--- config.mk ---
export PLATFORM = sky130hd
export DESIGN_NAME = mpu_external_bus_interface
export DESIGN_NICKNAME = d
export VERILOG_FILES = /design/src/hdl/bus_if_pkg.sv /design/src/hdl/mpu_external_bus_interface.sv
export SDC_FILE = /design/constraint.sdc
export NUM_CORES = 1
export LEC_CHECK = 0
export BUFFER_PORTS_ARGS = -buffer_cell sky130_fd_sc_hd__buf_2
export CAP_MARGIN = 15
export CORE_MARGIN = 5
export CORE_UTILIZATION = 46
export DETAILED_ROUTE_END_ITERATION = 10
export PLACE_DENSITY = 0.84
export SLEW_MARGIN = 20
export SYNTH_ARGS = -nofsm -noshare
export SYNTH_HDL_FRONTEND = slang
export SYNTH_SLANG_ARGS = --single-unit
export TNS_END_PERCENT = 50
--- constraint.sdc ---
create_clock -name i_clk -period 4.1 [get_ports i_clk]
set_input_delay 0.82 -clock i_clk [delete_from_list [all_inputs] [get_ports i_clk]]
set_output_delay 0.82 -clock i_clk [all_outputs]
set_load 0.02 [all_outputs]
--- src/hdl/bus_if_pkg.sv ---
package bus_if_pkg;

  // ----------------------------------------------------------------
  // widths and constants
  // ----------------------------------------------------------------
  localparam int          ADDR_W        = 20;
  localparam int          DATA_W        = 8;
  localparam int          SYNC_W        = 8;
  localparam int          REFRESH_W     = 8;
  localparam int          ADDR_BIT_18   = 18;
  localparam logic [19:0] NMI_VECTOR    = 20'h0_0066;
  localparam logic [19:0] IO_ADDR_MASK  = 20'h0_FFFF;
  localparam logic [19:0] REFRESH_STROBE_N_ADDR_MASK = 20'h0_00FF;
  localparam logic [19:0] ADDR_RESET    = 20'h0_0000;
  localparam logic [7:0]  DATA_RESET    = 8'h00;
  localparam logic [7:0]  SYNC_IDLE     = 8'hFF;

  // positions inside the synchronised input vector
  localparam int SY_HOLD  = 0;
  localparam int SY_WAIT  = 1;
  localparam int SY_NMI   = 2;
  localparam int SY_IRQ0  = 3;
  localparam int SY_IRQ1  = 4;
  localparam int SY_IRQ2  = 5;
  localparam int SY_DMA_REQUEST_ZERO_N = 6;
  localparam int SY_DMA_REQUEST_ONE_N = 7;

  // ----------------------------------------------------------------
  // machine cycle kinds and bus states
  // ----------------------------------------------------------------
  typedef enum logic [3:0] {
    K_FETCH1     = 4'h0,
    K_FETCH2     = 4'h1,
    K_MEM_RD     = 4'h2,
    K_MEM_WR     = 4'h3,
    K_IO_RD      = 4'h4,
    K_IO_WR      = 4'h5,
    K_ACK0       = 4'h6,
    K_ACK12      = 4'h7,
    K_REFRESH    = 4'h8,
    K_DMA_MEM_RD = 4'h9,
    K_DMA_MEM_WR = 4'hA,
    K_DMA_IO_RD  = 4'hB,
    K_DMA_IO_WR  = 4'hC
  } cyc_kind_e;

  // gray codes along idle -> t1 -> t2 -> tw -> t3 -> hold
  typedef enum logic [2:0] {
    S_IDLE = 3'b000,
    S_T1   = 3'b001,
    S_T2   = 3'b011,
    S_TW   = 3'b010,
    S_T3   = 3'b110,
    S_HOLD = 3'b100
  } bus_state_e;

endpackage

--- src/hdl/mpu_external_bus_interface.sv ---
// What this block does
// - drive 20-bit address; memory spans 1 MB, I/O spans 64 KB.
// - address outputs float during reset and while bus is granted away; bit 18 stays driven in grant when timer output is selected.
// - 8-bit data bus floats during reset and bus grant.
// - address bit 18 shared with timer pulse; address function after reset.
// - bus hold request beats nmi, taken at cycle end, floats bus.
// - assert bus hold grant low while bus and strobes float.
// - wait sampled at falling clock of T2 and waits; low adds waits.
// - irq zero served at instruction end if nmi and hold idle; marker+io.
// - irq one served if nmi, hold, irq zero idle; irq two also needs irq one idle; no marker, no io.
// - nmi falling-edge detected, outranks irqs, ignores enables, vector 0066h.
// - io strobe low while address holds valid I/O address.
// - memory strobe low while address holds valid memory address.
// - marker with memory strobe is fetch; with io strobe is acknowledge.
// - status/halt/marker 010 first fetch, 110 later fetch and irq zero acknowledge, 111 other.
// - status/halt/marker 0X1 dma, 000 halt, 101 sleep.
// - halt output low while waiting after halt or sleep.
// - read strobe low when data wanted; far side gates data with it.
// - write strobe low while data bus holds valid write data.
// - refresh strobe with memory strobe; low 8 address bits refresh address.
// - system clock output at half the input clock.
// - dma requests active low, each level or edge sensed.
// - transfer done low during final dma write cycle.
`timescale 1ns/1ns
`default_nettype none
module mpu_external_bus_interface
  import bus_if_pkg::*;
(
  // clock and reset
  input  wire logic              i_clk,
  input  wire logic              i_rst,
  // core machine cycle request
  input  wire logic              i_cyc_valid,
  input  wire logic [3:0]        i_cyc_kind,
  input  wire logic [ADDR_W-1:0] i_cyc_addr,
  input  wire logic [DATA_W-1:0] i_cyc_wdata,
  input  wire logic              i_cyc_dma_chan,
  input  wire logic              i_cyc_last,
  output logic                   o_cyc_ready,
  output logic                   o_cyc_done,
  output logic [DATA_W-1:0]      o_cyc_rdata,
  // core mode and interrupt service
  input  wire logic              i_halt_mode,
  input  wire logic              i_sleep_mode,
  input  wire logic              i_instr_end,
  input  wire logic [2:0]        i_int_enable,
  input  wire logic              i_nmi_taken,
  output logic                   o_take_nmi,
  output logic [2:0]             o_take_irq,
  // timer and dma sideband
  input  wire logic              i_timer_out_select,
  input  wire logic              i_timer_pulse,
  input  wire logic [1:0]        i_dma_edge_mode,
  output logic [1:0]             o_dma_request,
  // address and data pins
  output logic [ADDR_W-1:0]      o_address,
  output logic [ADDR_W-1:0]      o_address_oe_n,
  output logic [DATA_W-1:0]      o_data_out,
  output logic                   o_data_oe_n,
  input  wire logic [DATA_W-1:0] i_data_in,
  // strobe and status pins
  output logic                   o_memory_strobe_n,
  output logic                   o_io_strobe_n,
  output logic                   o_read_strobe_n,
  output logic                   o_write_strobe_n,
  output logic                   o_strobe_oe_n,
  output logic                   o_refresh_strobe_n,
  output logic                   o_first_cycle_marker_n,
  output logic                   o_cycle_status_out,
  output logic                   o_halt_n,
  output logic                   o_transfer_done_zero_n,
  output logic                   o_transfer_done_one_n,
  output logic                   o_system_clock_out,
  // system control pins
  output logic                   o_bus_hold_grant_n,
  input  wire logic              i_bus_hold_request_n,
  input  wire logic              i_wait_n,
  input  wire logic              i_nmi_n,
  input  wire logic              i_irq_line_zero_n,
  input  wire logic              i_irq_line_one_n,
  input  wire logic              i_irq_line_two_n,
  input  wire logic              i_dma_request_zero_n,
  input  wire logic              i_dma_request_one_n
);

  // ----------------------------------------------------------------
  // helpers
  // ----------------------------------------------------------------
  function automatic logic is_io(input logic [3:0] k);
    is_io = (k == K_IO_RD) || (k == K_IO_WR) || (k == K_DMA_IO_RD) || (k == K_DMA_IO_WR);
  endfunction

  function automatic logic is_wr(input logic [3:0] k);
    is_wr = (k == K_MEM_WR) || (k == K_IO_WR) || (k == K_DMA_MEM_WR) || (k == K_DMA_IO_WR);
  endfunction

  function automatic logic is_dma(input logic [3:0] k);
    is_dma = (k >= K_DMA_MEM_RD) && (k <= K_DMA_IO_WR);
  endfunction

  // ----------------------------------------------------------------
  // state
  // ----------------------------------------------------------------
  bus_state_e          state, next_state;
  logic                sys_clk, next_sys_clk;
  logic [SYNC_W-1:0]   meta, sync, sync_prev;
  logic [DATA_W-1:0]   dmeta, dsync;
  logic [3:0]          kind, next_kind;
  logic [ADDR_W-1:0]   addr, next_addr;
  logic [DATA_W-1:0]   wdata, next_wdata;
  logic                dchan, next_dchan;
  logic                last, next_last;
  logic                wait_seen, next_wait_seen;
  logic                nmi_pend, next_nmi_pend;
  logic                in_cyc, act, wr_win, hold_req;
  logic [2:0]          stat;

  assign hold_req    = ~sync[SY_HOLD];
  // a cycle starts only at a T-state boundary and never against a hold request
  assign o_cyc_ready = (state == S_IDLE) && !sys_clk && !hold_req;
  assign in_cyc      = (state == S_T1) || (state == S_T2) || (state == S_TW) || (state == S_T3);
  // address goes valid in T1 high half, strobes from the T1 falling edge
  assign act         = ((state == S_T1) && !sys_clk) || (state == S_T2)
                       || (state == S_TW) || (state == S_T3);
  assign wr_win      = (state == S_T2) || (state == S_TW) || ((state == S_T3) && sys_clk);

  // ----------------------------------------------------------------
  // next values
  // ----------------------------------------------------------------
  always_comb begin
    next_sys_clk   = ~sys_clk;
    next_state     = state;
    next_kind      = kind;
    next_addr      = addr;
    next_wdata     = wdata;
    next_dchan     = dchan;
    next_last      = last;
    next_wait_seen = wait_seen;
    // set wins over the core's clear
    next_nmi_pend  = (nmi_pend && !i_nmi_taken)
                     || (sync_prev[SY_NMI] && !sync[SY_NMI]);
    if (state == S_T2 || state == S_TW) begin
      if (sys_clk) begin
        next_wait_seen = ~sync[SY_WAIT];
      end
    end
    case (state)
      S_IDLE: begin
        if (!sys_clk && hold_req) begin
          next_state = S_HOLD;
        end else if (o_cyc_ready && i_cyc_valid) begin
          next_state = S_T1;
          next_kind  = i_cyc_kind;
          next_wdata = i_cyc_wdata;
          next_dchan = i_cyc_dma_chan;
          next_last  = i_cyc_last;
          if (i_cyc_kind == K_REFRESH) begin
            next_addr = i_cyc_addr & REFRESH_STROBE_N_ADDR_MASK;
          end else if (is_io(i_cyc_kind)) begin
            next_addr = i_cyc_addr & IO_ADDR_MASK;
          end else begin
            next_addr = i_cyc_addr;
          end
        end
      end
      S_T1:    next_state = sys_clk ? S_T1 : S_T2;
      S_T2, S_TW: begin
        if (!sys_clk) begin
          next_state = wait_seen ? S_TW : S_T3;
        end
      end
      S_T3:    next_state = sys_clk ? S_T3 : S_IDLE;
      S_HOLD:  next_state = (!sys_clk && !hold_req) ? S_IDLE : S_HOLD;
      default: next_state = S_IDLE;
    endcase
    // status triple {status, halt, marker}
    if (in_cyc) begin
      case (kind)
        K_FETCH1: stat = 3'b010;
        K_FETCH2: stat = 3'b110;
        K_ACK0:   stat = 3'b110;
        default:  stat = is_dma(kind) ? 3'b011 : 3'b111;
      endcase
    end else if (state == S_HOLD) begin
      stat = 3'b111;
    end else if (i_halt_mode) begin
      stat = 3'b000;
    end else if (i_sleep_mode) begin
      stat = 3'b101;
    end else begin
      stat = 3'b111;
    end
  end

  // ----------------------------------------------------------------
  // registers
  // ----------------------------------------------------------------
  always_ff @(posedge i_clk or posedge i_rst) begin
    if (i_rst) begin
      state                  <= S_IDLE;
      sys_clk                <= 1'b0;
      meta                   <= SYNC_IDLE;
      sync                   <= SYNC_IDLE;
      sync_prev              <= SYNC_IDLE;
      dmeta                  <= DATA_RESET;
      dsync                  <= DATA_RESET;
      kind                   <= K_MEM_RD;
      addr                   <= ADDR_RESET;
      wdata                  <= DATA_RESET;
      dchan                  <= 1'b0;
      last                   <= 1'b0;
      wait_seen              <= 1'b0;
      nmi_pend               <= 1'b0;
      o_cyc_done             <= 1'b0;
      o_cyc_rdata            <= DATA_RESET;
      o_take_nmi             <= 1'b0;
      o_take_irq             <= 3'b000;
      o_dma_request          <= 2'b00;
      o_address              <= ADDR_RESET;
      o_address_oe_n         <= '1;
      o_data_out             <= DATA_RESET;
      o_data_oe_n            <= 1'b1;
      o_memory_strobe_n      <= 1'b1;
      o_io_strobe_n          <= 1'b1;
      o_read_strobe_n        <= 1'b1;
      o_write_strobe_n       <= 1'b1;
      o_strobe_oe_n          <= 1'b0;
      o_refresh_strobe_n     <= 1'b1;
      o_first_cycle_marker_n <= 1'b1;
      o_cycle_status_out     <= 1'b1;
      o_halt_n               <= 1'b1;
      o_transfer_done_zero_n <= 1'b1;
      o_transfer_done_one_n  <= 1'b1;
      o_system_clock_out     <= 1'b0;
      o_bus_hold_grant_n     <= 1'b1;
    end else begin
      state      <= next_state;
      sys_clk    <= next_sys_clk;
      meta       <= {i_dma_request_one_n, i_dma_request_zero_n, i_irq_line_two_n,
                     i_irq_line_one_n, i_irq_line_zero_n, i_nmi_n, i_wait_n,
                     i_bus_hold_request_n};
      sync       <= meta;
      sync_prev  <= sync;
      dmeta      <= i_data_in;
      dsync      <= dmeta;
      kind       <= next_kind;
      addr       <= next_addr;
      wdata      <= next_wdata;
      dchan      <= next_dchan;
      last       <= next_last;
      wait_seen  <= next_wait_seen;
      nmi_pend   <= next_nmi_pend;
      o_cyc_done <= (state == S_T3) && !sys_clk;
      if ((state == S_T3) && !sys_clk && !is_wr(kind)) begin
        o_cyc_rdata <= dsync;
      end
      // hold request outranks nmi, nmi outranks the maskable lines
      o_take_nmi    <= i_instr_end && !hold_req && nmi_pend;
      o_take_irq[0] <= i_instr_end && !hold_req && !nmi_pend
                       && i_int_enable[0] && !sync[SY_IRQ0];
      o_take_irq[1] <= i_instr_end && !hold_req && !nmi_pend && !(i_int_enable[0]
                       && !sync[SY_IRQ0]) && i_int_enable[1] && !sync[SY_IRQ1];
      o_take_irq[2] <= i_instr_end && !hold_req && !nmi_pend && !(i_int_enable[0]
                       && !sync[SY_IRQ0]) && !(i_int_enable[1] && !sync[SY_IRQ1])
                       && i_int_enable[2] && !sync[SY_IRQ2];
      // edge mode reports one pulse per falling edge, level mode follows the pin
      o_dma_request[0] <= i_dma_edge_mode[0] ? (sync_prev[SY_DMA_REQUEST_ZERO_N] && !sync[SY_DMA_REQUEST_ZERO_N])
                                             : !sync[SY_DMA_REQUEST_ZERO_N];
      o_dma_request[1] <= i_dma_edge_mode[1] ? (sync_prev[SY_DMA_REQUEST_ONE_N] && !sync[SY_DMA_REQUEST_ONE_N])
                                             : !sync[SY_DMA_REQUEST_ONE_N];
      o_address   <= addr;
      o_address[ADDR_BIT_18] <= i_timer_out_select ? i_timer_pulse : addr[ADDR_BIT_18];
      o_address_oe_n <= {ADDR_W{state == S_HOLD}};
      o_address_oe_n[ADDR_BIT_18] <= (state == S_HOLD) && !i_timer_out_select;
      o_data_out  <= wdata;
      o_data_oe_n <= !(act && is_wr(kind));
      o_memory_strobe_n <= !(act && !is_io(kind) && kind != K_ACK0
                             && kind != K_ACK12);
      o_io_strobe_n     <= !(act && (is_io(kind) || kind == K_ACK0));
      o_read_strobe_n   <= !(act && !is_wr(kind) && kind != K_REFRESH
                             && kind != K_ACK12);
      o_write_strobe_n  <= !(wr_win && is_wr(kind));
      o_strobe_oe_n     <= (state == S_HOLD);
      o_refresh_strobe_n <= !(act && kind == K_REFRESH);
      o_first_cycle_marker_n <= stat[0];
      o_cycle_status_out     <= stat[2];
      o_halt_n               <= stat[1];
      o_transfer_done_zero_n <= !(in_cyc && is_dma(kind) && is_wr(kind)
                                  && last && !dchan);
      o_transfer_done_one_n  <= !(in_cyc && is_dma(kind) && is_wr(kind)
                                  && last && dchan);
      o_system_clock_out <= next_sys_clk;
      // grant leaves the same register stage as the enables, so the other
      // master never sees it while data, strobes or any address bit but a timer-selected bit 18 are still driven
      o_bus_hold_grant_n <= !(state == S_HOLD);
    end
  end

endmodule // mpu_external_bus_interface
`default_nettype wire

==> impl_metrics.csv, run 1 <==
group,metric,value,unit
detailed_routing,wirelength,9.10,mm
floorplan,die_h,111,um
cells_and_area,syn2layout_area_growth,26.0,%
critical_path,path_buf_inv,1,
flow_run,cap_violations,0,
critical_path,cp_data_arrival_time,1.66,ns
clock_network,clock_sinks,133,
power,seqPwrFrac,44.3,%
synthesis,yosysSeqAreaShare,71.9,%
detailed_routing,drt-pass1-iter-count,4,
synthesis,ys_async_sr_fraction,100,%
clock_network,clock-root-buffer,"clkbuf_8",
critical_path,cp-startpoint,"state[0]",
sta,fmax,404,MHz
power,power_frac_clock,30.9,%
critical_path,end_kind,"primary output",
sta,period_minus_slack,2.48,ns
place,dp_slack,1.78,ns
synthesis,ys_seq_elements,133,
synthesis,ys.flop_type,"dfrtp_1",
sta,hold_viol,0,
critical_path,critPathMaxFanout,13,
sta,fin_hold_ws,0.225,ns
hold_path,worst_hold_path_type,"input pin to asynchronous set/reset pin",
floorplan,row_count,36,
detailed_routing,drt_iter0_drc,87,
floorplan,coreArea,0.00986,mm2
clock_network,cts_resized,0,
clock_network,postCtsSetupRepairBufs,0,
clock_network,clk_path_buf_depth,2,
clock_network,path_clk_slew,0.06,ns
global_routing,grt_use_total,15.6,%
critical_path,r2r-start,"state[0]",
clock_network,insertion_delay,0.51,ns
detailed_routing,avgViaCountPerCell,4.62,
critical_path,path_cells,"nor2_2 -> and3_1 -> buf_2",
global_routing,overflow,0,
clock_network,postCtsHoldBufs,0,
floorplan,io_pins,142,
global_routing,grt_max_degree,78,
floorplan,die_w,111,um
synthesis,avgSynthCellArea,12.7,um2
detailed_routing,drcViolationCount,0,
synthesis,synth.distinct_cells,47,
global_routing,grt_pass1_wl,15.2,mm
detailed_routing,drt.antenna.violating_nets,0,
cells_and_area,final_cell_mix,"buf_2, nand2_1, dfrtp_1, dfstp_2, clkbuf_16",
place,dp_hpwl,6.57,mm
floorplan,initial_core_util,47.5,%
place,place_area,0.00534,mm2
critical_path,critical_path.max_stage_delay,0.51,ns
power,power.leakage,3.03,nW
critical_path,startpoint_type,"flip-flop",
sta,fin_skew,0.00767,ns
critical_path,path_delay_family,"flip-flops",
sta,setup_slack,1.62,ns
cells_and_area,stdcell_area,0.00591,mm2
critical_path,cpMaxStageDelayCell,"dfrtp_1",
run_status,status,"finished, final reports clean",
place,gp_routability_congestion,0.753,
floorplan,die_area,0.0123,mm2
clock_network,cts_tree,"yes",
cells_and_area,layout_commonest_cell,"buf_2",
synthesis,yosys_warnings,0,
synthesis,synth.net_count,432,
power,peakVddDrop,348,uV
power,power_frac_comb,24.8,%
sta,drv_slew,0,
cells_and_area,drive_above_1_share,45.2,%
power,finalPower,0.00450,W
synthesis,synth_enable_flop_cells,0,
synthesis,synth_cells,368,
global_routing,antenna_found_initial,3,
cells_and_area,fin_nets,562,
critical_path,crit_type,"flip-flop to primary output",
critical_path,r2r_slack,2.04,ns
power,power.density,761,mW/mm2
detailed_routing,wl_per_cell,14.1,um
critical_path,cp.required,3.28,ns
sta,setup_viol,0,
clock_network,cts_max_level,4,
sta,fin_crit_sh,60.4,%
cells_and_area,num-fill-cells,795,
synthesis,synth_area,0.00469,mm2
clock_network,cts_buffers,17,
detailed_routing,vias,2983,
power,intPower,0.00300,W
sta,setup_tns,0,ns
power,p_sw,0.00150,W
sta,worstMarginPinSlew,0.919,ns
place,numPortBuffers,141,
sta,rsz0062_at_grt,"no",
power,swShare,33.4,%
global_routing,grt_pass1_vias,3076,
sta,slew_headroom,38.6,%
==> cells in the mapped netlist, drive strengths merged (5+ instances only) <==
cell / n / area [um2]
clkbuf: 6 / 22.5
buf: 26 / 210
dfrtp: 99 / 2480
nand2b: 5 / 31.3
inv: 8 / 30.0
nand2: 105 / 402
nor2: 10 / 42.5
mux2: 10 / 143
a21oi: 6 / 30.0
dfstp: 34 / 893
nand3: 12 / 65.1
o21ai: 10 / 50.1
==> area by class of cell <==
cell class | count | area (um2) | share of cell area [%]
clock buffer | 19 | 432 | 7.31
inverter | 8 | 33.8 | 0.572
multi-input combinational | 195 | 1050 | 17.8
tap | 133 | 166 | 2.82
timing repair buffer | 143 | 721 | 12.2
clock inverter | 13 | 126 | 2.14
sequential | 133 | 3370 | 57.1
antenna | 1 | 2.50 | 0.0424
==> stage by stage <==
stage | instances | util (%)
6_report | 645 | 59.9
5_1_grt | 645 | 59.9
4_1_cts | 644 | 59.8
3_5_place_dp | 612 | 54.2
3_3_place_gp | 612 | 54.2
2_1_floorplan | 368 | -
==> logic make-up after synthesis <==
family	share of synthesized area (%)
AO/OA/AOI/OAI	3.47
XOR/XNOR	0.534
buffers and inverters	5.61
flip-flops	71.9
multiplexers	3.26
AND/OR/NAND/NOR	15.2
==> registers in the layout, indices dropped and copies added (netlist names), 2 cells and up <==
| name | flops |
|---|---|
| wdata | 8 |
| dsync | 8 |
| sync | 8 |
| o_data_out | 8 |
| dmeta | 8 |
| o_take_irq | 3 |
| addr | 20 |
| o_cyc_rdata | 8 |
| kind | 4 |
| o_dma_request | 2 |
| meta | 8 |
| sync_prev | 3 |
| o_address_oe_n | 2 |
| state | 3 |
| o_address | 20 |
==> worst reg2reg max path: stages (launching register included) <==
cell,delay (ns)
dfrtp_1,0.51
nor2_2,0.29
nand4_2,0.76
nand2_1,0.30
o21ai_1,0.09
==> worst paths after layout <==
check	endpoint	depth (start not counted)
max	o_cyc_ready	3
min	o_take_irq[2]	2
max in group asynchronous	wdata[6]	3
min in group i_clk	dsync[2]	0
max reg2reg	addr[19]	4
min reg2reg	dsync[2]	0
==> per-layer routing <==
| metal | wire length (um) | global-route usage (%) | vias to the layer above | share of wire [%] |
|---|---|---|---|---|
| met2 | 4640 | 25.2 | 98 | 51 |
| met1 | 3540 | 18.1 | 1434 | 39 |
| li1 | - | - | 1434 | - |
| met5 | 32 | 0 | - | 0.35 |
| met3 | 747 | 6.88 | 13 | 8.2 |
| met4 | 138 | 6.40 | 4 | 1.5 |
==> power groups by stage <==
stage          logic, W  registers (W)  clock network, W
2_1_floorplan  0.000622        0.00220                 0
3_3_place_gp    0.00110        0.00200                 0
3_5_place_dp    0.00113        0.00202                 0
4_1_cts         0.00113        0.00200           0.00142
5_1_grt         0.00122        0.00205           0.00149
6_report        0.00112        0.00199           0.00139
Power figures use the tool's default switching activity.
==> run 2, diff against run 1 <==
- clock period: 4.1 -> 2.25 ns (I/O delays scaled with it)
==> run 2 against run 1 <==
Against the previous run: combinational power is 84% higher; wire length is 5.4% higher; hold slack worse by 0.20 ns; total power is 87% higher; register-to-register slack worse by 1.5 ns; first-iteration DRC count is 77% higher; non-clock buffer count is 2 higher; clock skew is 0.0032 ns higher; design area is 1.3% higher; sequential share of layout area is 0.72 points lower; final cell count is 0.47% higher; critical endpoint unchanged; largest power group unchanged; highest routed layer unchanged.
==> impl_metrics.csv, run 2 (same netlist as run 1, synthesis figures left out) <==
group,metric,value,unit
power,power.leakage,3.08,nW
clock_network,cts_tree,"yes",
sta,setup_viol,0,
sta,worstMarginPinSlew,0.631,ns
clock_network,postCtsSetupRepairBufs,0,
cells_and_area,reg.largest.list,"addr x20, o_address x20",
clock_network,cts_buffers,17,
floorplan,die_h,111,um
cells_and_area,final_core_util,60.6,%
critical_path,rr_worst_depth,5,
cells_and_area,drive_above_1_share,45.2,%
detailed_routing,wirelength,9.59,mm
global_routing,grt_util_met1,18.5,%
place,numPortBuffers,141,
cells_and_area,layout_commonest_cell,"buf_2",
clock_network,clock-root-buffer,"clkbuf_8",
flow_run,cap_violations,0,
critical_path,timing.rr.end,"addr[15]",
clock_network,insertion_delay,0.50,ns
detailed_routing,drt_iter0_drc,154,
global_routing,grt_use_total,16.7,%
clock_network,path_clk_slew,0.06,ns
sta,hold_viol,0,
cells_and_area,syn2layout_area_growth,27.6,%
critical_path,crit_type,"flip-flop to primary output",
floorplan,die_w,111,um
clock_network,postCtsHoldBufs,0,
global_routing,gr-max-usage-layer,"met2",
place,gp_routability_congestion,0.745,
global_routing,grt_pass1_wl,16.4,mm
global_routing,grt_pass1_vias,3375,
sta,period_minus_slack,2.13,ns
cells_and_area,final_cell_mix,"buf_2, nand2_1, dfrtp_1, dfstp_2, clkbuf_16",
global_routing,use_met2,28.2,%
sta,slew_headroom,57.8,%
sta,rsz0062_at_grt,"no",
power,power.density,1410,mW/mm2
floorplan,io_pins,142,
sta,setup_tns,0,ns
cells_and_area,fin_nets,564,
place,dp_hpwl,6.76,mm
global_routing,antenna_found_initial,3,
clock_network,clk_path_buf_depth,2,
detailed_routing,drt.antenna.violating_nets,0,
global_routing,use_met3,6.11,%
sta,fmax,470,MHz
hold_path,worst_hold_path_type,"input pin to asynchronous set/reset pin",
detailed_routing,avgViaCountPerCell,4.70,
detailed_routing,wl_per_cell,14.8,um
detailed_routing,drt-pass1-iter-count,4,
critical_path,startpoint_type,"flip-flop",
cells_and_area,num-fill-cells,768,
critical_path,r2r_slack,0.54,ns
detailed_routing,vias,3043,
floorplan,coreArea,0.00986,mm2
power,peakVddDrop,655,uV
critical_path,cp_data_arrival_time,1.68,ns
global_routing,overflow,0,
critical_path,cp.required,1.80,ns
clock_network,clock_sinks,133,
critical_path,r2r-start,"state[0]",
run_status,status,"finished, final reports clean",
floorplan,die_area,0.0123,mm2
sta,fin_skew,0.0108,ns
sta,fin_crit_sh,94.5,%
detailed_routing,drcViolationCount,0,
clock_network,cts_max_level,4,
floorplan,initial_core_util,47.5,%
critical_path,end_kind,"primary output",
sta,drv_slew,0,
global_routing,grt_max_degree,56,
floorplan,row_count,36,
clock_network,cts_resized,0,
critical_path,critPathMaxFanout,13,
run 2: cell types whose count changed in the layout (fill, tap and decap cells not counted), moves of 2 or more:
| cell | delta |
|---|---|
| clkinvlp_4 | -3 |
| clkinv_2 | +2 |
| bufinv_16 | +2 |
| buf_12 | +2 |
run 2: through the flow:
step | hold slack (ns) | cell area (um2) | std cells | power [W] | setup WS, ns
floorplan | 0.331 | 4690 | 368 | 0.00515 | 0.177
global placement | 0.332 | 5380 | 614 | 0.00564 | 0.685
detailed placement | 0.336 | 5380 | 614 | 0.00576 | 0.585
CTS | 0.0157 | 5980 | 646 | 0.00850 | 0.104
global route | 0.00906 | 5980 | 648 | 0.00890 | 0.0560
finish | 0.0262 | 5980 | 648 | 0.00841 | 0.123
run 2: area by class of cell:
cell class,count,area [um2],area share [%]
Tap cell,133,166,2.78
Clock inverter,14,174,2.91
Sequential cell,133,3370,56.4
Clock buffer,18,418,6.99
Inverter,8,33.8,0.565
Antenna cell,2,5.00,0.0837
Timing Repair Buffer,145,761,12.7
Multi-Input combinational cell,195,1050,17.6
run 2: how the worst max path moves through the flow:
stage	from	end	slack [ns]	depth (start not counted)
after floorplan	i_rst	addr[0]	0.18	1
after global placement	state[0]	addr[16]	0.69	5
after detailed placement	state[0]	addr[15]	0.59	5
after CTS	state[0]	o_cyc_ready	0.10	3
after global routing	state[1]	o_cyc_ready	0.06	3
final	state[0]	o_cyc_ready	0.12	3
run 2: layer usage:
metal,wire (um),vias up
met5,15,-
met4,199,2
met3,737,18
met2,4930,121
met1,3710,1461
li1,-,1441
run 2: power by group:
group | internal [W] | switching, W | leakage, nW
Combinational | 0.000767 | 0.00129 | 1.20
Clock | 0.00170 | 0.00100 | 0.290
Sequential | 0.00319 | 0.000455 | 1.59
Total | 0.00566 | 0.00275 | 3.08
run 2: worst max-delay path, cell delays in order, from the launching register on:
cell and delay (ns):
dfrtp_1 0.51, nor2_2 0.31, and3_1 0.20, buf_2 0.16
==> run 3, diff against run 2 <==
- CORE_UTILIZATION: 46 -> 48
- CTS_BUF_LIST: unset -> sky130_fd_sc_hd__clkbuf_8
- PLACE_DENSITY: 0.84 -> 0.86
- RECOVER_POWER: unset -> 100
==> run 3 against run 2 <==
Against the previous run: design area fell by 6.1%; global-route usage shrank 0.36 points; non-clock buffer count fell by 1; core utilization decreased by 2.4 points; die area decreased by 3.8%; total power fell by 11%; critical path type unchanged; highest routed layer is now met4; clock skew decreased by 0.0035 ns; the run now ends with capacitance limit, slew limit left; via count fell by 2.7%; critical endpoint unchanged.
==> impl_metrics.csv, run 3 (same netlist as run 1, synthesis figures left out) <==
group,metric,value,unit
critical_path,critPathMaxFanout,13,
sta,worstMarginPinSlew,1.70,ns
critical_path,end_kind,"primary output",
sta,fin_crit_sh,91.7,%
clock_network,postCtsSetupRepairBufs,0,
critical_path,r2r_slack,0.46,ns
floorplan,row_count,36,
floorplan,io_pins,142,
critical_path,timing.rr.end,"addr[17]",
clock_network,path_clk_slew,0.07,ns
power,power_frac_clock,26.7,%
flow_run,cap_violations,1,
cells_and_area,fin_nets,563,
power,seqPwrFrac,48.7,%
place,dp_slack,0.618,ns
floorplan,die_area,0.0118,mm2
sta,fin_hold_ws,0.128,ns
place,numPortBuffers,141,
run_status,status,"complete, but fails checks",
power,power.density,1330,mW/mm2
detailed_routing,drcViolationCount,0,
clock_network,cts_max_level,4,
hold_path,hold_end,"meta[1]",
cells_and_area,num-fill-cells,830,
detailed_routing,drt-pass1-iter-count,4,
critical_path,startpoint_type,"flip-flop",
place,gp_routability_congestion,0.740,
critical_path,cp.required,1.80,ns
critical_path,crit_type,"flip-flop to primary output",
global_routing,grt_pass1_wl,14.6,mm
detailed_routing,avgViaCountPerCell,4.59,
global_routing,grt_max_degree,134,
global_routing,grt_pass1_vias,2987,
place,dp_hpwl,6.28,mm
floorplan,coreArea,0.00964,mm2
sta,setup_slack,0.186,ns
critical_path,cp_data_arrival_time,1.61,ns
detailed_routing,wl_per_cell,14.1,um
clock_network,insertion_delay,0.42,ns
clock_network,clock-root-buffer,"clkbuf_8",
hold_path,hold_start,"i_wait_n",
global_routing,grt_use_total,16.3,%
global_routing,overflow,0,
power,swShare,34.2,%
cells_and_area,final_cell_mix,"nand2_1, dfrtp_1, clkbuf_1, buf_2, dfstp_2",
sta,slew_headroom,-13.4,%
cells_and_area,drive_above_1_share,26.6,%
floorplan,initial_core_util,48.6,%
critical_path,rr_worst_depth,5,
clock_network,postCtsHoldBufs,0,
clock_network,cts_buffers,17,
global_routing,antenna_found_initial,0,
clock_network,clk_path_buf_depth,2,
clock_network,cts_tree,"yes",
detailed_routing,vias,2960,
run_status,violations,"capacitance limit, slew limit",
detailed_routing,drt.antenna.violating_nets,0,
sta,setup_tns,0,ns
sta,rsz0062_at_grt,"no",
hold_path,worst_hold_path_type,"input pin to flip-flop",
critical_path,r2r-start,"state[0]",
floorplan,die_h,109,um
power,peakVddDrop,752,uV
sta,period_minus_slack,2.06,ns
cells_and_area,num_antenna_cells,0,
sta,fmax,485,MHz
detailed_routing,wirelength,9.08,mm
clock_network,cts_resized,0,
floorplan,die_w,109,um
cells_and_area,layout_commonest_cell,"nand2_1",
power,p_sw,0.00255,W
clock_network,clock_sinks,133,
hold_path,worstHoldPathCells,1,
detailed_routing,drt_iter0_drc,114,
power,power.leakage,2.69,nW
sta,hold_viol,0,
sta,setup_viol,0,
power,power_frac_comb,24.6,%
power,intPower,0.00491,W
sta,fin_skew,0.00730,ns
sta,drv_slew,134,
cells_and_area,reg.largest.list,"addr x20, o_address x20",
power,finalPower,0.00746,W
cells_and_area,syn2layout_area_growth,19.9,%
-- run 3: cell count changes in the layout (fill, tap and decap cells not counted), moves of 3 or more --
cell,delta
buf_2,-78
clkbuf_1,+77
clkbuf_8,+22
clkbuf_16,-16
mux2_1,+7
mux2_4,-7
dfstp_1,+5
dfstp_2,-5
o21ai_0,+5
o21ai_1,-5
inv_6,-4
clkinv_4,-3
-- run 3: per-layer routing --
metal | vias up | share of wire (%) | global-route usage [%]
met5 | - | 0 | 0
met4 | 0 | 1.2 | 6.13
met3 | 12 | 9.6 | 7.34
met2 | 113 | 49 | 25.7
met1 | 1404 | 40 | 19.8
li1 | 1431 | - | -
-- run 3: worst max-delay path, stage by stage, from the launching register on --
cell and delay (ns):
dfrtp_1 0.51, nor2_2 0.26, and3_1 0.20, clkbuf_1 0.23
-- run 3: per-stage QoR --
stage | cells | area, um2 | utilization (%)
final | 645 | 5620 | 58.3
after CTS | 645 | 5780 | 60.0
after global placement | 613 | 5360 | 55.6
after detailed placement | 613 | 5360 | 55.6
after floorplan | 368 | 4690 | -
after global routing | 645 | 5620 | 58.3
-- run 3: layout make-up --
class | instances | area [um2] | share of cell area (%)
timing repair buffer | 144 | 628 | 11.2
inverter | 8 | 33.8 | 0.601
multi-input combinational | 195 | 1000 | 17.8
clock buffer | 23 | 317 | 5.64
tap | 133 | 166 | 2.96
sequential | 133 | 3370 | 60.0
clock inverter | 9 | 98.8 | 1.76
-- run 3: worst max path at each step --
| stage | startpoint | endpoint | slack [ns] | cells after the start |
|---|---|---|---|---|
| floorplan | i_rst | addr[0] | 0.18 | 1 |
| detailed placement | state[0] | addr[17] | 0.62 | 5 |
| CTS | state[0] | o_cyc_ready | 0.18 | 3 |
| finish | state[0] | o_cyc_ready | 0.19 | 3 |
| global placement | state[0] | addr[16] | 0.69 | 5 |
| global route | state[0] | o_cyc_ready | 0.06 | 3 |
-- run 3: power groups by stage --
| stage | registers, W | clock network [W] | logic (W) |
|---|---|---|---|
| after detailed placement | 0.00368 | 0 | 0.00206 |
| after floorplan | 0.00401 | 0 | 0.00113 |
| final | 0.00364 | 0.00199 | 0.00184 |
| after global placement | 0.00362 | 0 | 0.00201 |
| after CTS | 0.00364 | 0.00205 | 0.00207 |
| after global routing | 0.00374 | 0.00215 | 0.00204 |
